==> config.mk <==
export PLATFORM = sky130hd
export DESIGN_NAME = ubic_config
export DESIGN_NICKNAME = d
export VERILOG_FILES = /design/src/rtl/ubic_pkg.sv /design/src/rtl/ubic_config.sv /design/src/rtl/ubic_pulse_filter.sv
export SDC_FILE = /design/constraint.sdc
export NUM_CORES = 1
export LEC_CHECK = 0
export BUFFER_PORTS_ARGS = -buffer_cell sky130_fd_sc_hd__buf_4
export CORE_ASPECT_RATIO = 0.5
export CORE_MARGIN = 8
export CORE_UTILIZATION = 30
export CTS_CLUSTER_SIZE = 24
export DETAILED_ROUTE_END_ITERATION = 12
export PLACE_DENSITY_LB_ADDON = 0.12
export SLEW_MARGIN = 20
export SYNTH_ARGS = -nofsm -noshare
export SYNTH_HDL_FRONTEND = slang
export SYNTH_SLANG_ARGS = --single-unit
==> constraint.sdc <==
create_clock -name clock -period 9.35 [get_ports clock]
set_input_delay 1.4025 -clock clock [delete_from_list [all_inputs] [get_ports clock]]
set_output_delay 1.4025 -clock clock [all_outputs]
set_load 0.01 [all_outputs]
==> src/rtl/ubic_pkg.sv <==
// constants and types for the baud and infrared configuration block
package ubic_pkg;

  // ---------------------------------------------------------------
  // register offsets
  // ---------------------------------------------------------------
  localparam logic [7:0] OFS_DIV_LO  = 8'h08;
  localparam logic [7:0] OFS_DIV_HI  = 8'h09;
  localparam logic [7:0] OFS_WINDOW  = 8'h0a;
  localparam logic [7:0] OFS_DEBUG   = 8'h0b;
  localparam logic [7:0] OFS_EVENT   = 8'h0c;
  localparam logic [7:0] OFS_TX_PULSE_LENGTH    = 8'h0d;
  localparam logic [7:0] OFS_RX_FILTER_LENGTH    = 8'h0e;
  localparam logic [7:0] OFS_MODE    = 8'h10;
  localparam logic [7:0] OFS_STATUS  = 8'h11;

  // ---------------------------------------------------------------
  // field positions and reset values
  // ---------------------------------------------------------------
  localparam int         WINDOW_LSB  = 6;
  localparam int         COMMUNICATION_MODE_LSB   = 6;
  localparam int         RECEIVER_MODE_LSB  = 4;
  localparam int         TRANSMITTER_ENABLE_BIT    = 1;
  localparam int         RECEIVER_ENABLE_BIT    = 0;
  localparam logic [7:0] RST_BYTE    = 8'h00;
  localparam logic [15:0] RST_DIV    = 16'h0000;

  // ---------------------------------------------------------------
  // mode codes and counts
  // ---------------------------------------------------------------
  localparam logic [1:0] COMMUNICATION_MODE_IR    = 2'h2;
  localparam logic [1:0] RECEIVER_MODE_LIN  = 2'h3;
  localparam logic [7:0] TX_PULSE_LENGTH_3_16   = 8'h00;
  localparam logic [7:0] TX_PULSE_LENGTH_OFF    = 8'hff;
  localparam logic [7:0] SHORT_TICKS = 8'h03;
  localparam logic [3:0] LAST_SAMPLE = 4'hf;
  localparam logic [5:0] PAIR_NOM    = 6'h20;
  localparam logic [5:0] PAIR_MAX    = 6'h3f;
  localparam logic [5:0] TOL_SIX     = 6'h06;
  localparam logic [5:0] TOL_FIVE    = 6'h05;
  localparam logic [5:0] TOL_SEVEN   = 6'h07;
  localparam logic [5:0] TOL_EIGHT   = 6'h08;

  // ---------------------------------------------------------------
  // types
  // ---------------------------------------------------------------
  typedef struct packed {
    logic [7:0] addr;
    logic [7:0] wdata;
    logic       wr;
    logic       rd;
  } ubic_bus_t;

  typedef struct packed {
    logic [1:0] communication_mode;
    logic [1:0] receiver_mode;
    logic       transmitter_enable;
    logic       receiver_enable;
  } ubic_mode_t;

endpackage

==> src/rtl/ubic_config.sv <==
// baud divisor, auto-baud window, debug halt and infrared shaping
//
// The plain strobed port was decided locally.
module ubic_config (
  input  wire logic              clock,
  input  wire logic              sys_rst,
  input  wire ubic_pkg::ubic_bus_t bus,
  output logic [7:0]             rd_data,
  input  wire logic              debug_halt,
  input  wire logic              tx_data,
  input  wire logic              ir_rx_pin,
  input  wire logic              event_rx,
  input  wire logic              sync_edge,
  output logic                   ir_tx,
  output logic                   rx_data,
  output logic                   sample_tick,
  output logic                   baud_clock,
  output logic                   autobaud_ok,
  output logic                   autobaud_err,
  output logic                   halted
);

  // ---------------------------------------------------------------
  // registers
  // ---------------------------------------------------------------
  logic [15:0]          divisor;
  logic [1:0]           autobaud_window_size;
  logic                 run_while_halted;
  logic                 infrared_event_input_enable;
  logic [7:0]           tx_pulse_length;
  logic [6:0]           rx_filter_length;
  ubic_pkg::ubic_mode_t mode;
  logic                 last_ok;
  logic                 last_err;

  logic wr_lo;
  logic wr_hi;
  logic wr_div;
  logic stop;
  logic ir_on;
  logic coded;
  logic bit_edge;

  assign wr_lo  = bus.wr && bus.addr == ubic_pkg::OFS_DIV_LO;
  assign wr_hi  = bus.wr && bus.addr == ubic_pkg::OFS_DIV_HI;
  assign wr_div = wr_lo || wr_hi;
  assign stop   = debug_halt && !run_while_halted;
  assign ir_on  = mode.communication_mode == ubic_pkg::COMMUNICATION_MODE_IR;
  assign coded  = ir_on && tx_pulse_length != ubic_pkg::TX_PULSE_LENGTH_OFF;

  always_ff @(posedge clock or posedge sys_rst)
  begin
    if (sys_rst)
      divisor <= ubic_pkg::RST_DIV;
    else if (wr_lo)
      divisor[7:0] <= bus.wdata;
    else if (wr_hi)
      divisor[15:8] <= bus.wdata;
  end

  always_ff @(posedge clock or posedge sys_rst)
  begin
    if (sys_rst)
    begin
      autobaud_window_size        <= 2'h0;
      run_while_halted            <= 1'b0;
      infrared_event_input_enable <= 1'b0;
      tx_pulse_length             <= ubic_pkg::RST_BYTE;
      rx_filter_length            <= 7'h00;
      mode                        <= '0;
    end
    else if (bus.wr)
    begin
      unique case (bus.addr)
        ubic_pkg::OFS_WINDOW:
          autobaud_window_size <= bus.wdata[ubic_pkg::WINDOW_LSB +: 2];
        ubic_pkg::OFS_DEBUG:
          run_while_halted <= bus.wdata[0];
        ubic_pkg::OFS_EVENT:
          infrared_event_input_enable <= bus.wdata[0];
        ubic_pkg::OFS_TX_PULSE_LENGTH:
          tx_pulse_length <= bus.wdata;
        ubic_pkg::OFS_RX_FILTER_LENGTH:
          rx_filter_length <= bus.wdata[6:0];
        ubic_pkg::OFS_MODE:
        begin
          mode.communication_mode <= bus.wdata[ubic_pkg::COMMUNICATION_MODE_LSB +: 2];
          mode.receiver_mode      <= bus.wdata[ubic_pkg::RECEIVER_MODE_LSB +: 2];
          mode.transmitter_enable <= bus.wdata[ubic_pkg::TRANSMITTER_ENABLE_BIT];
          mode.receiver_enable    <= bus.wdata[ubic_pkg::RECEIVER_ENABLE_BIT];
        end
        default:
        begin
        end
      endcase
    end
  end

  // ---------------------------------------------------------------
  // read port
  // ---------------------------------------------------------------
  logic [7:0] next_rd_data;

  always_comb
  begin
    next_rd_data = 8'h00;
    unique case (bus.addr)
      ubic_pkg::OFS_DIV_LO: next_rd_data = divisor[7:0];
      ubic_pkg::OFS_DIV_HI: next_rd_data = divisor[15:8];
      ubic_pkg::OFS_WINDOW:
        next_rd_data[ubic_pkg::WINDOW_LSB +: 2] = autobaud_window_size;
      ubic_pkg::OFS_DEBUG:  next_rd_data[0] = run_while_halted;
      ubic_pkg::OFS_EVENT:  next_rd_data[0] = infrared_event_input_enable;
      ubic_pkg::OFS_TX_PULSE_LENGTH:   next_rd_data = tx_pulse_length;
      ubic_pkg::OFS_RX_FILTER_LENGTH:   next_rd_data[6:0] = rx_filter_length;
      ubic_pkg::OFS_MODE:
      begin
        next_rd_data[ubic_pkg::COMMUNICATION_MODE_LSB +: 2]  = mode.communication_mode;
        next_rd_data[ubic_pkg::RECEIVER_MODE_LSB +: 2] = mode.receiver_mode;
        next_rd_data[ubic_pkg::TRANSMITTER_ENABLE_BIT]        = mode.transmitter_enable;
        next_rd_data[ubic_pkg::RECEIVER_ENABLE_BIT]        = mode.receiver_enable;
      end
      ubic_pkg::OFS_STATUS: next_rd_data[2:0] = {last_err, last_ok, halted};
      default:              next_rd_data = 8'h00;
    endcase
  end

  always_ff @(posedge clock or posedge sys_rst)
  begin
    if (sys_rst)
      rd_data <= 8'h00;
    else if (bus.rd)
      rd_data <= next_rd_data;
    else
      rd_data <= 8'h00;
  end

  // ---------------------------------------------------------------
  // baud prescaler: sample tick every divisor+1 clocks
  // ---------------------------------------------------------------
  logic [15:0] baud_cnt;
  logic [3:0]  sample_idx;
  logic [3:0]  next_sample_idx;

  always_ff @(posedge clock or posedge sys_rst)
  begin
    if (sys_rst)
    begin
      baud_cnt    <= ubic_pkg::RST_DIV;
      sample_tick <= 1'b0;
    end
    else if (wr_div)
    begin
      // new divisor takes over at once, frames in flight are lost
      baud_cnt    <= wr_lo ? {divisor[15:8], bus.wdata}
                           : {bus.wdata, divisor[7:0]};
      sample_tick <= 1'b0;
    end
    else if (stop)
      sample_tick <= 1'b0;
    else if (baud_cnt == 16'h0000)
    begin
      baud_cnt    <= divisor;
      sample_tick <= 1'b1;
    end
    else
    begin
      baud_cnt    <= baud_cnt - 16'h0001;
      sample_tick <= 1'b0;
    end
  end

  // sixteen samples per bit; the wrap is the baud clock rising edge
  always_comb
  begin
    next_sample_idx = sample_idx;
    if (wr_div)
      next_sample_idx = 4'h0;
    else if (sample_tick && !stop)
      next_sample_idx = sample_idx + 4'h1;
  end

  always_ff @(posedge clock or posedge sys_rst)
  begin
    if (sys_rst)
      sample_idx <= 4'h0;
    else
      sample_idx <= next_sample_idx;
  end

  assign bit_edge = sample_tick && !stop && sample_idx == ubic_pkg::LAST_SAMPLE;

  always_ff @(posedge clock or posedge sys_rst)
  begin
    if (sys_rst)
    begin
      baud_clock <= 1'b0;
      halted     <= 1'b0;
    end
    else
    begin
      // taken from the next index so the baud clock rises with a pulse start
      baud_clock <= next_sample_idx[3] == 1'b0;
      halted     <= stop;
    end
  end

  // ---------------------------------------------------------------
  // auto-baud window check
  // ---------------------------------------------------------------
  logic       lin_mode;
  logic [5:0] pair_cnt;
  logic       armed;
  logic       ab_eval;
  logic [5:0] tol;
  logic [5:0] dev;

  assign lin_mode = mode.receiver_mode == ubic_pkg::RECEIVER_MODE_LIN;
  assign ab_eval  = lin_mode && armed && sync_edge && !stop;
  assign dev      = pair_cnt > ubic_pkg::PAIR_NOM ? pair_cnt - ubic_pkg::PAIR_NOM
                                                  : ubic_pkg::PAIR_NOM - pair_cnt;

  always_comb
  begin
    unique case (autobaud_window_size)
      2'h0: tol = ubic_pkg::TOL_SIX;
      2'h1: tol = ubic_pkg::TOL_FIVE;
      2'h2: tol = ubic_pkg::TOL_SEVEN;
      2'h3: tol = ubic_pkg::TOL_EIGHT;
    endcase
  end

  always_ff @(posedge clock or posedge sys_rst)
  begin
    if (sys_rst)
    begin
      pair_cnt <= 6'h00;
      armed    <= 1'b0;
    end
    else if (!lin_mode)
    begin
      pair_cnt <= 6'h00;
      armed    <= 1'b0;
    end
    else if (sync_edge && !stop)
    begin
      pair_cnt <= 6'h00;
      armed    <= 1'b1;
    end
    else if (sample_tick && !stop && pair_cnt != ubic_pkg::PAIR_MAX)
      pair_cnt <= pair_cnt + 6'h01;
  end

  always_ff @(posedge clock or posedge sys_rst)
  begin
    if (sys_rst)
    begin
      autobaud_ok  <= 1'b0;
      autobaud_err <= 1'b0;
      last_ok      <= 1'b0;
      last_err     <= 1'b0;
    end
    else
    begin
      autobaud_ok  <= ab_eval && dev <= tol;
      autobaud_err <= ab_eval && dev > tol;
      if (ab_eval)
      begin
        last_ok  <= dev <= tol;
        last_err <= dev > tol;
      end
    end
  end

  // ---------------------------------------------------------------
  // infrared transmit pulse shaping
  // ---------------------------------------------------------------
  logic [7:0] pulse_left;
  logic       pulse_short;
  logic [7:0] next_pulse_left;
  logic       pulse_start;

  assign pulse_start = coded && mode.transmitter_enable && bit_edge && !tx_data;

  always_comb
  begin
    next_pulse_left = pulse_left;
    if (pulse_start)
      next_pulse_left = tx_pulse_length == ubic_pkg::TX_PULSE_LENGTH_3_16
                      ? ubic_pkg::SHORT_TICKS : tx_pulse_length;
    else if (!coded || !mode.transmitter_enable)
      // a pulse cut by a mode change must not reappear later off the edge
      next_pulse_left = 8'h00;
    else if (stop || pulse_left == 8'h00)
      next_pulse_left = pulse_left;
    else if (!pulse_short || sample_tick)
      next_pulse_left = pulse_left - 8'h01;
  end

  always_ff @(posedge clock or posedge sys_rst)
  begin
    if (sys_rst)
    begin
      pulse_left  <= 8'h00;
      pulse_short <= 1'b0;
    end
    else
    begin
      pulse_left <= next_pulse_left;
      if (pulse_start)
        pulse_short <= tx_pulse_length == ubic_pkg::TX_PULSE_LENGTH_3_16;
    end
  end

  always_ff @(posedge clock or posedge sys_rst)
  begin
    if (sys_rst)
      ir_tx <= 1'b0;
    else if (coded)
      ir_tx <= next_pulse_left != 8'h00;
    else
      ir_tx <= tx_data;
  end

  // ---------------------------------------------------------------
  // infrared receive path
  // ---------------------------------------------------------------
  logic pin_meta;
  logic pin_sync;
  logic rx_raw;
  logic rx_filt;

  always_ff @(posedge clock or posedge sys_rst)
  begin
    if (sys_rst)
    begin
      pin_meta <= 1'b0;
      pin_sync <= 1'b0;
    end
    else
    begin
      pin_meta <= ir_rx_pin;
      pin_sync <= pin_meta;
    end
  end

  // events are dropped while frozen
  assign rx_raw = !infrared_event_input_enable ? event_rx && !stop
                                               : pin_sync;

  ubic_pulse_filter u_filter (
    .clock     (clock),
    .sys_rst   (sys_rst),
    .sample_en (sample_tick),
    .raw       (rx_raw),
    .len       (coded ? rx_filter_length : 7'h00),
    .filt      (rx_filt)
  );

  always_ff @(posedge clock or posedge sys_rst)
  begin
    if (sys_rst)
      rx_data <= 1'b1;
    else if (coded)
      rx_data <= !rx_filt;
    else
      rx_data <= rx_filt;
  end

  // ---------------------------------------------------------------
  // checks
  // ---------------------------------------------------------------
  hi_byte_a: assert property (@(posedge clock) disable iff (sys_rst)
    wr_hi |=> (divisor[15:8] == $past(bus.wdata)))
    else $error("high divisor byte not stored");

  baud_reload_a: assert property (@(posedge clock) disable iff (sys_rst)
    wr_div |=> (baud_cnt == divisor && sample_idx == 4'h0))
    else $error("prescaler not reloaded on divisor write");

  halt_freeze_a: assert property (@(posedge clock) disable iff (sys_rst)
    (stop && !wr_div) |=> ($stable(baud_cnt) && !sample_tick))
    else $error("prescaler moved while halted");

  debug_run_a: assert property (@(posedge clock) disable iff (sys_rst)
    (debug_halt && run_while_halted && !wr_div && baud_cnt != 16'h0000)
      |=> (baud_cnt == $past(baud_cnt) - 16'h0001))
    else $error("prescaler stopped in debug run");

  window_mode_a: assert property (@(posedge clock) disable iff (sys_rst)
    !$past(lin_mode) |-> (!autobaud_ok && !autobaud_err))
    else $error("window result outside constrained mode");

  window_judge_a: assert property (@(posedge clock) disable iff (sys_rst)
    (ab_eval && pair_cnt >= 6'h1a && pair_cnt <= 6'h26 && autobaud_window_size == 2'h0)
      |=> autobaud_ok)
    else $error("count within six rejected");

  event_source_a: assert property (@(posedge clock) disable iff (sys_rst)
    (!infrared_event_input_enable && !stop) |-> (rx_raw == event_rx))
    else $error("event input not selected");

  fixed_pulse_a: assert property (@(posedge clock) disable iff (sys_rst)
    (pulse_start && tx_pulse_length == 8'h04 && !debug_halt)
      |=> ir_tx [*4] ##1 !ir_tx)
    else $error("fixed pulse length wrong");

  pass_through_a: assert property (@(posedge clock) disable iff (sys_rst)
    (ir_on && tx_pulse_length == ubic_pkg::TX_PULSE_LENGTH_OFF) |=> (ir_tx == $past(tx_data)))
    else $error("uncoded transmit not passed through");

  pulse_edge_a: assert property (@(posedge clock) disable iff (sys_rst)
    (coded && $rose(ir_tx)) |-> $past(bit_edge))
    else $error("pulse not aligned to baud clock");

endmodule

==> src/rtl/ubic_pulse_filter.sv <==
// receive pulse filter: accepts a level after len+1 equal samples
module ubic_pulse_filter (
  input  wire logic       clock,
  input  wire logic       sys_rst,
  input  wire logic       sample_en,
  input  wire logic       raw,
  input  wire logic [6:0] len,
  output logic            filt
);

  logic [6:0] run_cnt;

  // ---------------------------------------------------------------
  // filter
  // ---------------------------------------------------------------
  always_ff @(posedge clock or posedge sys_rst)
  begin
    if (sys_rst)
    begin
      filt    <= 1'b0;
      run_cnt <= 7'h00;
    end
    else if (len == 7'h00)
    begin
      filt    <= raw;
      run_cnt <= 7'h00;
    end
    else if (sample_en)
    begin
      if (raw == filt)
        run_cnt <= 7'h00;
      else if (run_cnt == len)
      begin
        filt    <= raw;
        run_cnt <= 7'h00;
      end
      else
        run_cnt <= run_cnt + 7'h01;
    end
  end

  filt_zero_a: assert property (@(posedge clock) disable iff (sys_rst)
    (len == 7'h00) |=> (filt == $past(raw)))
    else $error("unfiltered path does not follow input");

  filt_hold_a: assert property (@(posedge clock) disable iff (sys_rst)
    (len != 7'h00 && $past(len) != 7'h00 && $past(filt) != filt) |-> $past(sample_en))
    else $error("filter changed without a sample");

endmodule

==> run_results.csv <==
group,metric,value,unit
cts,clock_sinks,104,
timing,setup_viol,0,
cts,root_buffer,"clkbuf_16",
routing,drcViolationCount,0,
worst_setup_path,critPathMaxStageDelay,0.53,ns
routing,ant_nets,0,
pwr,p_leak,2.974,nW
logic_synthesis,synth.distinct_cells,69,
place,io_buffers,39,
grt,grt.busiest_layer,"met2",
grt,grt_usage,14.55,%
layout,n_antenna_cell,0,
grt,use_met2,23.77,%
pwr,p_per_area,156.5,nW/um^2
grt,overflow,0,
pwr,p_sw,0.0003212,W
grt,grt_pass1_wl,28.81,mm
timing,hold_viol_final,0,
routing,avgViaCountPerCell,5.367,
die,num_rows,36,
die,die_x,216.1,um
cts,clkLatencyLatePin,0.36,ns
cts,cts_hold_buffers,0,
grt,grt_antenna_before_repair,0,
die,start_util,30.73,%
worst_setup_path,cp_data_required_time,9.62,ns
worst_setup_path,critPathSlowestCell,"a211oi_1",
routing,drt_wl_total,17.90,mm
layout,drive_gt1_share,16.59,%
pwr,intPower,0.0007553,W
cts,post_cts_buffers,0,
timing,rsz0062_at_grt,"false",
die,coreArea,19550,sq um
logic_synthesis,syn_area,6007,sq um
logic_synthesis,syn_area_per_cell,9.505,sq um
logic_synthesis,ys.warnings.count,0,
routing,drtIter0Drc,393,
pwr,p_seq_share,49.7,%
die,ios,40,
logic_synthesis,syn_inst,632,
grt,grt_pass1_vias,4981,
cts,post_cts_resized,0,
timing,min_period_over_period,38.22,%
cts,htreeDepth,3,
logic_synthesis,ys_seq_area_share,43.35,%
grt,gr-usage-met3,2.684,%
place,gp_congestion,0.8239,
logic_synthesis,synth_nets,672,
routing,wl_per_cell,19.14,um
die,dieHeight,116.1,um
cts,clockBufferDepth,2,
place,dp_hpwl,13.13,mm
timing,slew_headroom,41.20,%
timing,tns,0,ns
timing,period_needed,3.574,ns
pwr,power_frac_clock,36.9,%
cts,path_clk_slew,0.07,ns
run_status,status,"finished, final reports clean",
worst_setup_path,cp-end-kind,"flip-flop",
worst_setup_path,critical_path_class,"in2reg",
cts,cts-buffers-inserted,9,
die,fp.dieArea,25080,sq um
logic_synthesis,async_flop_share,100.0,%
routing,vias,5018,
routing,firstDrtPassIters,5,
worst_setup_path,crit_buf_inv,3,
logic_synthesis,ys.flop_type,"dfrtp_1",
pwr,swShare,29.84,%
worst_setup_path,cp_max_fo,28,
cts,cts_tree,"built",
logic_synthesis,ys_seq_elements,104,
run,drv_cap,0,
timing,drv_slew,0,
logic_synthesis,synth_edf_count,0,
worst_setup_path,cpMostUsedCell,"buf_4",
layout,fin_nets,704,
grt,met1_usage,19.84,%
pwr,combinationalPowerShare,13.4,%
timing,timing.fmax,279.8,MHz
timing,fin_worst_skew,0.01250,ns
worst_hold_path,min_path_type,"reg2reg",
worst_setup_path,cp_top_family,"compound AO/OA/AOI/OAI gates",
worst_setup_path,worstPathArrival,3.84,ns
worst_setup_path,start_kind,"input port",
worst_setup_path,worstPathCellList,"buf_4, nand2b_1, buf_4, inv_1, a211oi_1, mux2_2, and4_1, a21o_1, a41oi_1",
layout,post-route-util,35.18,%
layout,areaGrowthSynthToFinish,14.50,%
pwr,max-vdd-ir-drop,0.08706,mV
grt,grt_max_degree,57,
timing,max_slew.worst_pin.slew,0.8810,ns
metal layers:
| metal | wire [um] | up-vias |
|---|---|---|
| li1 | - | 2405 |
| met1 | 8869 | 2496 |
| met2 | 8169 | 99 |
| met3 | 624 | 18 |
| met4 | 235 | 0 |
| met5 | 0 | - |
cell usage in the layout, fill, tap and decap left out, types with 10 or more instances in the layout:
cell type | Yosys | routed
dfrtp_1 | 103 | 103
nand2_1 | 65 | 65
nor2_1 | 57 | 57
buf_4 | 0 | 43
mux2_2 | 37 | 37
o21ai_0 | 29 | 29
a21oi_1 | 27 | 27
inv_1 | 27 | 26
nor3_1 | 23 | 22
nand3_1 | 15 | 15
ha_1 | 15 | 15
nand4_1 | 14 | 14
a31oi_1 | 13 | 13
mux2i_1 | 13 | 13
xnor2_1 | 11 | 11
xor2_1 | 10 | 10
a22oi_1 | 10 | 10
o22ai_1 | 10 | 10
worst reg2reg max path, cell delays in order, from the launching register on:
cell and delay, ns:
dfrtp_1 0.47, inv_1 0.12, ha_1 0.19, nor3b_1 0.29
a21o_1 0.20, o21ai_0 0.09, ha_1 0.31, nor2b_1 0.13
o21a_1 0.16, o21a_1 0.16, o21ai_0 0.46, nand3_1 0.23
o21a_1 0.16
path summary, 6_finish.rpt:
path	startpoint	endpoint	slack, ns	cells after the start
setup reg to reg	pair_cnt[0]	last_err	6.28	12
min in group asynchronous	sys_rst	autobaud_ok	1.13	2
max in group asynchronous	sys_rst	u_filter.run_cnt[4]	7.04	3
setup / recovery	debug_halt	ir_tx	5.78	9
hold / removal	pin_meta	pin_sync	0.36	0
hold reg to reg	pin_meta	pin_sync	0.36	0
power groups by stage:
stage	registers, W	logic (W)	clock network, W
after floorplan	0.000525	0.000104	0
after global placement	0.000543	0.000144	0
after detailed placement	0.000542	0.000145	0
after CTS	0.000534	0.000145	0.000409
after global routing	0.000540	0.000163	0.000425
final	0.000535	0.000144	0.000397
per-stage QoR:
step                hold slack, ns  power (W)  std cells  setup WS, ns  instance area (sq um)
floorplan                   0.3312  0.0006290        632         5.217                   6007
global placement            0.3335  0.0006871        919         5.524                   6576
detailed placement          0.3402  0.0006871        919         5.435                   6576
CTS                         0.3619   0.001087        935         5.791                   6878
global route                0.3741   0.001128        935         5.593                   6878
finish                      0.3601   0.001077        935         5.776                   6878
cell usage after synthesis (14+ instances only):
cell,count,share of area [%]
a21oi_1,27,2.2
clkbuf_1,17,1.1
dfrtp_1,103,43
ha_1,15,3.1
inv_1,27,1.7
mux2_2,37,6.9
nand2_1,65,4.1
nand3_1,15,1.2
nand4_1,14,1.5
nor2_1,57,3.6
nor3_1,23,1.9
o21ai_0,29,2.4
state kept, by name, summed over array words and instances (netlist names), 2 cells and up:
register / flops
baud_cnt: 16
divisor: 16
pulse_left: 8
rd_data: 8
tx_pulse_length: 8
rx_filter_length: 7
u_filter.run_cnt: 7
mode: 6
pair_cnt: 6
sample_idx: 4
autobaud_window_size: 2
layout make-up:
type / count / area, sq um
multi-input cells: 479 / 3213
well taps: 266 / 332.8
repair buffers: 43 / 322.8
fillers: 2003 / 12670
inverters: 27 / 103.9
flip-flops and latches: 104 / 2604
clock inverters: 6 / 72.57
clock buffers: 10 / 229.0
logic make-up after synthesis:
logic type,count (synthesis),synth area share (%)
flops,104,43.35
buf+inv,49,3.249
xor+xnor,21,3.062
mux,50,9.102
fa+ha+maj,15,3.124
simple gates,242,21.16
compound gates,151,16.96
Power figures use the tool's default switching activity.
